==> src/verilog/gp_timer_pkg.sv <==
// Shared constants and types for the general-purpose timer
package gp_timer_pkg;
    localparam int HALF_W = 32;
    localparam int FULL_W = 64;
    localparam int NFLAGS = 7;

    // Interrupt flag bit positions, same layout for raw and masked status
    localparam int FLAG_A_TIMEOUT   = 0;
    localparam int FLAG_A_CAP_MATCH = 1;
    localparam int FLAG_A_CAP_EVENT = 2;
    localparam int FLAG_RTC_MATCH   = 3;
    localparam int FLAG_B_TIMEOUT   = 8;
    localparam int FLAG_B_CAP_MATCH = 9;
    localparam int FLAG_B_CAP_EVENT = 10;
    localparam int FLAG_W           = 11;

    localparam logic [HALF_W-1:0] LOAD_RST  = 32'h0000_0000;
    localparam logic [FLAG_W-1:0] FLAGS_RST = 11'h000;

    typedef enum logic [2:0] {
        ST_OFF  = 3'b001,
        ST_WAIT = 3'b010,
        ST_RUN  = 3'b100
    } half_state_t;

    typedef struct packed {
        half_state_t        stA;
        half_state_t        stB;
        logic               trigEnA;
        logic               trigEnB;
        logic               waitA;
        logic               waitB;
        logic               stallA;
        logic               stallB;
        logic [HALF_W-1:0]  loadA;
        logic [HALF_W-1:0]  loadB;
        logic [FLAG_W-1:0]  raw;
        logic [FLAG_W-1:0]  mask;
        logic               dbg1;
        logic               dbg2;
        logic               trigOutA;
        logic               trigOutB;
        logic               irq;
        logic [FLAG_W-1:0]  status;
        logic [FULL_W-1:0]  loadRd;
        logic               runA;
        logic               runB;
    } timer_state_t;

    typedef struct packed {
        logic [HALF_W-1:0] count;
    } half_cnt_t;
endpackage : gp_timer_pkg

==> src/verilog/gp_timer.sv <==
// Two-half timer: triggers, chaining, enables, interrupt flags, load values
// Functional notes
// Trigger output pulses on timeout only while its enable is set.
// Trigger, wait, enable, disable, load act on A, B or both.
// With wait set, a half starts only after the chain trigger.
// Disable stops the selected half.
// Software configures mode before enabling.
// Seven sticky flags: capture event, match, timeout per half, RTC.
// Only enabled flags drive the interrupt output.
// Status reads raw or masked flags, same layout.
// Clear mask drops exactly the named flags; flags stick until cleared.
// Handler clears flags early, not as its last action.
// Programmed load value of a half or joined timer reads back.
// A load write goes into the counter at once.
// In joined mode software addresses half A only.
// Single-word load serves half modes; joined mode uses 64-bit access.
// Joined mode reads back the whole 64-bit load value.
// Two 32-bit halves, separate or joined into one 64-bit counter.
// With stall handling set, a half freezes while in debug mode.
// Without wait, an enabled half counts from the next clock.
module gp_timer (
    input  wire logic                             core_clk,
    input  wire logic                             rst,
    input  wire logic                             fullWidth,
    input  wire logic                             selA,
    input  wire logic                             selB,
    input  wire logic                             trigEnWr,
    input  wire logic                             trigEnVal,
    input  wire logic                             waitWr,
    input  wire logic                             waitVal,
    input  wire logic                             stallWr,
    input  wire logic                             stallVal,
    input  wire logic                             enableWr,
    input  wire logic                             disableWr,
    input  wire logic                             loadWr,
    input  wire logic [gp_timer_pkg::HALF_W-1:0]  loadVal,
    input  wire logic                             load64Wr,
    input  wire logic [gp_timer_pkg::FULL_W-1:0]  load64Val,
    input  wire logic                             intEnWr,
    input  wire logic                             intDisWr,
    input  wire logic                             intClrWr,
    input  wire logic [gp_timer_pkg::FLAG_W-1:0]  intFlags,
    input  wire logic                             maskedStatusSelect,
    input  wire logic                             readSelB,
    input  wire logic                             debugMode,
    input  wire logic                             chainTrigIn,
    input  wire logic                             capEventA,
    input  wire logic                             capMatchA,
    input  wire logic                             capEventB,
    input  wire logic                             capMatchB,
    input  wire logic                             rtcMatch,
    output logic                                  trigOutA,
    output logic                                  trigOutB,
    output logic                                  irq,
    output logic      [gp_timer_pkg::FLAG_W-1:0]  intStatus,
    output logic      [gp_timer_pkg::FULL_W-1:0]  loadReadback,
    output logic                                  runningA,
    output logic                                  runningB
);
    gp_timer_pkg::timer_state_t st_r;
    gp_timer_pkg::timer_state_t st_nxt;

    logic [gp_timer_pkg::HALF_W-1:0] cntA;
    logic [gp_timer_pkg::HALF_W-1:0] cntB;
    logic                            zeroA;
    logic                            zeroB;
    logic                            goA;
    logic                            goB;
    logic                            runHA;
    logic                            runHB;
    logic                            timeoutA;
    logic                            timeoutB;
    logic                            ldA;
    logic                            ldB;
    logic [gp_timer_pkg::HALF_W-1:0] ldValA;
    logic [gp_timer_pkg::HALF_W-1:0] ldValB;
    logic [gp_timer_pkg::FLAG_W-1:0] setVec;
    logic                            wrA;
    logic                            wrB;

    // Next arming state of one half from enable, disable and chain trigger
    function automatic gp_timer_pkg::half_state_t next_st(
        input gp_timer_pkg::half_state_t cur,
        input logic                      en,
        input logic                      dis,
        input logic                      wt,
        input logic                      trig
    );
        gp_timer_pkg::half_state_t n;
        n = cur;
        if (dis) begin
            n = gp_timer_pkg::ST_OFF;
        end else if (cur == gp_timer_pkg::ST_OFF && en) begin
            n = wt ? gp_timer_pkg::ST_WAIT : gp_timer_pkg::ST_RUN;
        end else if (cur == gp_timer_pkg::ST_WAIT && trig) begin
            n = gp_timer_pkg::ST_RUN;
        end
        return n;
    endfunction : next_st

    // Joined mode uses half A controls for the whole counter
    assign wrA = selA;
    assign wrB = selB && !fullWidth;

    always_comb begin
        goA = (st_r.stA == gp_timer_pkg::ST_RUN)
              && !(st_r.stallA && st_r.dbg2);
        goB = (st_r.stB == gp_timer_pkg::ST_RUN)
              && !(st_r.stallB && st_r.dbg2);
        if (fullWidth) begin
            runHA    = goA;
            runHB    = goA && zeroA && !zeroB;
            timeoutA = goA && zeroA && zeroB;
            timeoutB = 1'b0;
        end else begin
            runHA    = goA;
            runHB    = goB;
            timeoutA = goA && zeroA;
            timeoutB = goB && zeroB;
        end
        ldA = (loadWr && wrA) || load64Wr || timeoutA;
        ldB = (loadWr && wrB) || load64Wr || timeoutB
              || (fullWidth && timeoutA);
        if (load64Wr) begin
            ldValA = load64Val[gp_timer_pkg::HALF_W-1:0];
            ldValB = load64Val[gp_timer_pkg::FULL_W-1:gp_timer_pkg::HALF_W];
        end else begin
            ldValA = (loadWr && wrA) ? loadVal : st_r.loadA;
            ldValB = (loadWr && wrB) ? loadVal : st_r.loadB;
        end
        setVec = '0;
        setVec[gp_timer_pkg::FLAG_A_TIMEOUT]   = timeoutA;
        setVec[gp_timer_pkg::FLAG_A_CAP_MATCH] = capMatchA;
        setVec[gp_timer_pkg::FLAG_A_CAP_EVENT] = capEventA;
        setVec[gp_timer_pkg::FLAG_RTC_MATCH]   = rtcMatch;
        setVec[gp_timer_pkg::FLAG_B_TIMEOUT]   = timeoutB;
        setVec[gp_timer_pkg::FLAG_B_CAP_MATCH] = capMatchB;
        setVec[gp_timer_pkg::FLAG_B_CAP_EVENT] = capEventB;
    end

    always_comb begin
        st_nxt      = st_r;
        st_nxt.dbg1 = debugMode;
        st_nxt.dbg2 = st_r.dbg1;
        if (trigEnWr && wrA) st_nxt.trigEnA = trigEnVal;
        if (trigEnWr && wrB) st_nxt.trigEnB = trigEnVal;
        if (waitWr && wrA) st_nxt.waitA = waitVal;
        if (waitWr && wrB) st_nxt.waitB = waitVal;
        if (stallWr && wrA) st_nxt.stallA = stallVal;
        if (stallWr && wrB) st_nxt.stallB = stallVal;
        st_nxt.stA = next_st(st_r.stA, enableWr && wrA,
                             disableWr && wrA, st_r.waitA, chainTrigIn);
        st_nxt.stB = next_st(st_r.stB, enableWr && wrB,
                             disableWr && wrB, st_r.waitB, chainTrigIn);
        if (load64Wr) begin
            st_nxt.loadA = ldValA;
            st_nxt.loadB = ldValB;
        end else if (loadWr) begin
            if (wrA) st_nxt.loadA = loadVal;
            if (wrB) st_nxt.loadB = loadVal;
        end
        if (intEnWr) st_nxt.mask = st_r.mask | intFlags;
        if (intDisWr) st_nxt.mask = st_nxt.mask & ~intFlags;
        // Set wins over a clear in the same cycle
        st_nxt.raw = (st_r.raw & ~(intClrWr ? intFlags : '0))
                     | setVec;
        st_nxt.irq = |(st_nxt.raw & st_nxt.mask);
        st_nxt.status = maskedStatusSelect
                        ? (st_nxt.raw & st_nxt.mask) : st_nxt.raw;
        if (fullWidth) begin
            st_nxt.loadRd = {st_nxt.loadB, st_nxt.loadA};
        end else begin
            st_nxt.loadRd = {32'h0000_0000,
                readSelB ? st_nxt.loadB : st_nxt.loadA};
        end
        st_nxt.trigOutA = timeoutA && st_r.trigEnA;
        st_nxt.trigOutB = timeoutB && st_r.trigEnB;
        st_nxt.runA = runHA;
        st_nxt.runB = runHB && !fullWidth;
    end

    always_ff @(posedge core_clk or posedge rst) begin
        if (rst) begin
            st_r.stA      <= gp_timer_pkg::ST_OFF;
            st_r.stB      <= gp_timer_pkg::ST_OFF;
            st_r.trigEnA  <= 1'b0;
            st_r.trigEnB  <= 1'b0;
            st_r.waitA    <= 1'b0;
            st_r.waitB    <= 1'b0;
            st_r.stallA   <= 1'b0;
            st_r.stallB   <= 1'b0;
            st_r.loadA    <= gp_timer_pkg::LOAD_RST;
            st_r.loadB    <= gp_timer_pkg::LOAD_RST;
            st_r.raw      <= gp_timer_pkg::FLAGS_RST;
            st_r.mask     <= gp_timer_pkg::FLAGS_RST;
            st_r.dbg1     <= 1'b0;
            st_r.dbg2     <= 1'b0;
            st_r.trigOutA <= 1'b0;
            st_r.trigOutB <= 1'b0;
            st_r.irq      <= 1'b0;
            st_r.status   <= gp_timer_pkg::FLAGS_RST;
            st_r.loadRd   <= 64'h0000_0000_0000_0000;
            st_r.runA     <= 1'b0;
            st_r.runB     <= 1'b0;
        end else begin
            st_r <= st_nxt;
        end
    end

    half_counter u_half_a (
        .core_clk (core_clk),
        .rst      (rst),
        .run      (runHA),
        .load     (ldA),
        .loadVal  (ldValA),
        .count    (cntA),
        .zero     (zeroA)
    );

    half_counter u_half_b (
        .core_clk (core_clk),
        .rst      (rst),
        .run      (runHB),
        .load     (ldB),
        .loadVal  (ldValB),
        .count    (cntB),
        .zero     (zeroB)
    );

    assign trigOutA     = st_r.trigOutA;
    assign trigOutB     = st_r.trigOutB;
    assign irq          = st_r.irq;
    assign intStatus    = st_r.status;
    assign loadReadback = st_r.loadRd;
    assign runningA     = st_r.runA;
    assign runningB     = st_r.runB;
endmodule : gp_timer

==> src/verilog/half_counter.sv <==
// One 32-bit down-counting half with immediate load
module half_counter (
    input  wire logic                           core_clk,
    input  wire logic                           rst,
    input  wire logic                           run,
    input  wire logic                           load,
    input  wire logic [gp_timer_pkg::HALF_W-1:0] loadVal,
    output logic      [gp_timer_pkg::HALF_W-1:0] count,
    output logic                                zero
);
    gp_timer_pkg::half_cnt_t s_r;
    gp_timer_pkg::half_cnt_t s_nxt;

    always_comb begin
        s_nxt = s_r;
        if (load) begin
            s_nxt.count = loadVal;
        end else if (run) begin
            s_nxt.count = s_r.count - 32'h0000_0001;
        end
    end

    always_ff @(posedge core_clk or posedge rst) begin
        if (rst) begin
            s_r.count <= gp_timer_pkg::LOAD_RST;
        end else begin
            s_r <= s_nxt;
        end
    end

    assign count = s_r.count;
    assign zero  = (s_r.count == 32'h0000_0000);
endmodule : half_counter

==> config.mk <==
export PLATFORM = sky130hd
export DESIGN_NAME = gp_timer
export DESIGN_NICKNAME = d
export VERILOG_FILES = /design/src/verilog/gp_timer_pkg.sv /design/src/verilog/gp_timer.sv /design/src/verilog/half_counter.sv
export SDC_FILE = /design/constraint.sdc
export NUM_CORES = 1
export LEC_CHECK = 0
export ABC_AREA = 0
export BUFFER_PORTS_ARGS = -buffer_cell sky130_fd_sc_hd__buf_2
export CAP_MARGIN = 20
export CORE_MARGIN = 4
export CORE_UTILIZATION = 45
export DETAILED_ROUTE_END_ITERATION = 12
export GPL_TIMING_DRIVEN = 0
export MAX_ROUTING_LAYER = met4
export PLACE_DENSITY = 0.67
export REMOVE_ABC_BUFFERS = 1
export SETUP_SLACK_MARGIN = 0.3
export SLEW_MARGIN = 5
export SYNTH_ARGS = -nofsm -noshare
export SYNTH_HDL_FRONTEND = slang
export SYNTH_SLANG_ARGS = --single-unit
export TNS_END_PERCENT = 30
==> constraint.sdc <==
create_clock -name core_clk -period 7.7 [get_ports core_clk]
set_clock_uncertainty 0.15 [all_clocks]
set_input_delay 0.385 -clock core_clk [delete_from_list [all_inputs] [get_ports core_clk]]
set_output_delay 0.385 -clock core_clk [all_outputs]
set_load 0.005 [all_outputs]
==> metrics <==
die outline width=168 um; Core ar.=~0.025 mm^2; CP Capture Point=u_half_b.count[4]; CP startpoint kind=register; most frequent cells in the layout=dfrtp_1 (242), buf_2 (212), nand2_1 (149); synthesized instance count=about 1200; DR vias=9104; Post-synth EDFFs=0; Hold Slack=0.0311 ns; highest metal used=met4; most common cell after layout, fill and taps aside=dfrtp_1; Vias per Instance=5.33; Critical Path AT=4.14 ns; Met3 Wirelength=1.29 mm; DRC violation count after routing=0; final hold viol count=0; Starting Density=0.458; antenna-violating nets left=0; Post-DP HPWL=19.7 mm; dpl ws=3.87 ns; post-CTS setup buffers=0; first-pass GRT wire length=47.9 mm; fillers=2252; gpl congestion=approximately 0.84; CTS tree=yes; routed wire length=between 20 and 30 mm; Slew HR=0.324; register area share after synthesis=0.528; WL met2=around 15 mm; TritonCTS Buffers=26; Crit Path Class=reg2reg; Peak VDD IR=0.166 mV; vias in the first global route=approximately 9300; H-Tree Depth=1; Worst Setup Slack, final=3.86 ns; Max Fclk=between 0.2 and 0.3 GHz; post-layout min period=roughly 3.8 ns; row cnt=58; Max Cap Viol=0; total chip power=3.26 mW; PD cells=235 mW/mm^2; final instance area=0.0139 mm^2; Yosys top cell by area=dfrtp_1; clock sink count=244; DP Area=0.0125 mm^2; initial antenna violation count=0; reg-to-reg setup timing slack=3.86 ns; Netlist cell types=51; layout cell share with drive strength beyond 1=0.208; total negative setup slack=0 ns; R2R Path Start=u_half_a.count[25]; full die area=0.0283 mm^2; RSZ-0062 raised after global routing=no; area growth from synthesis to layout=20.0%; Clock Latency Late Sink=0.53 ns; clk slew on worst S/H paths=0.06 ns; final setup violation count=0; post-synthesis async set-or-reset flop share=1.00; RR Endpoint=u_half_b.count[4]; crit path max fanout=22; largest cells by area after synthesis=dfrtp_1 (52%), nand2_1 (4.9%), buf_4 (4.9%), o21ai_0 (4.5%), a21oi_1 (4.3%); reg2reg path depth=6; worst-margin pin slew=approximately 1.0 ns; Netlist Area Pre-Place=0.0116 mm^2; Buffers on Ports=between 200 and 250; most frequently used flop master after synthesis=dfrtp_1; initial drt markers=646; nets=1497; Max Buffers Root-to-Sink=3; First-pass DRT Iterations=5; Final Max Slew Viols=0; post-synth top area share=0.524; CP endpoint kind=register; WL met1=12.7 mm; Die Ht=around 170 um; largest net degree at the start of global routing=95; LEAKAGE=6.52 nW; Multi-input gate area=0.00448 mm^2; CTS root buffer=clkbuf_16; overall routing resource usage=0.211; Setup crit start=u_half_a.count[25]; num ports=roughly 210; period utilization=0.498; hold crit path type=in2reg; synthesis-stage register bit count=244; ANT cells=0; Yosys warning count=0; Routed WL per cell=between 15 and 20 um; Mean Syn Cell Area=9.65 um^2; register area=0.00611 mm^2; Congestion Overflow GR=0; Worst Path Required=8.00 ns; outcome=finished clean
==> what timing repair did <==
| action | CTS | global route |
|---|---|---|
| hold buffers | 52 | 0 |
| gates resized for setup | 0 | 0 |
| endpoints found under the hold margin | 139 | 0 |
==> cells in the mapped netlist, types with 16 or more instances <==
library cell and instances:
mux2i_1 49, buf_4 75, or3_1 27, a21oi_1 99, xnor2_1 16, xor2_1 19
nor2_1 44, a31oi_1 30, clkbuf_1 57, o21ai_0 103, nand3_1 37, dfrtp_1 242
inv_1 54, nor3_1 16, nor4_1 17, and2_1 33, or4_1 19, nand2_1 151
==> registers in the layout, indices dropped and copies added, names as in the netlist <==
register / count
st_r: 99
loadReadback: 64
u_half_a.count: 32
u_half_b.count: 32
intStatus: 11
irq: 1
runningA: 1
runningB: 1
st_nxt: 1
trigOutA: 1
trigOutB: 1
==> kinds of logic (layout without fill, tap and decap cells) <==
| logic type | after synthesis | in the layout | share of synthesized area |
|---|---|---|---|
| simple gates | 380 | 380 | 0.164 |
| compound gates | 284 | 284 | 0.139 |
| flops | 244 | 244 | 0.528 |
| buf+inv | 195 | 376 | 0.0883 |
| mux | 56 | 56 | 0.0493 |
| xor+xnor | 35 | 35 | 0.0265 |
| fa+ha+maj | 4 | 4 | 0.00433 |
==> area by class of cell <==
cell class              instances  area share
inverters                      54      0.0151
well taps                     330      0.0298
clock inverters                 7     0.00649
clock buffers                  41      0.0554
repair buffers                274       0.130
flip-flops and latches        244       0.440
multi-input cells             759       0.323
==> power breakdown <==
part	total (mW)	leakage [nW]	internal, mW	switching, mW
sequential	1.51	2.99	1.42	0.0889
clock	1.26	0.414	0.750	0.508
combinational	0.487	3.11	0.209	0.278
==> per-stage QoR <==
step,util,cells
6_report,0.549,1709
5_1_grt,0.549,1709
4_1_cts,0.549,1709
3_5_place_dp,0.495,1609
3_3_place_gp,0.484,1600
2_1_floorplan,-,1057
==> routing by layer <==
layer,GRT usage,up-vias
met3,0.0308,42
met1,0.273,4468
met4,0.0356,0
met2,0.362,197
met5,-,-
li1,-,4397
==> worst max-delay path, cell delays in order, from the launching register on <==
cell     delay, ns
dfrtp_1       0.42
or4_4         0.59
or4_4         0.59
nor4_4        0.57
a31oi_2       0.50
or4b_2        0.76
a31oi_1       0.18
==> worst min path at each step <==
stage,start,end,cells past startpoint
2_1_floorplan,st_nxt[80],st_r[80],0
3_3_place_gp,st_nxt[80],st_r[80],0
3_5_place_dp,st_nxt[80],st_r[80],0
4_1_cts,intFlags[0],st_r[82],3
5_1_grt,trigEnWr,st_r[172],3
6_report,intFlags[0],st_r[82],3
(Power assumes the default switching activity.)
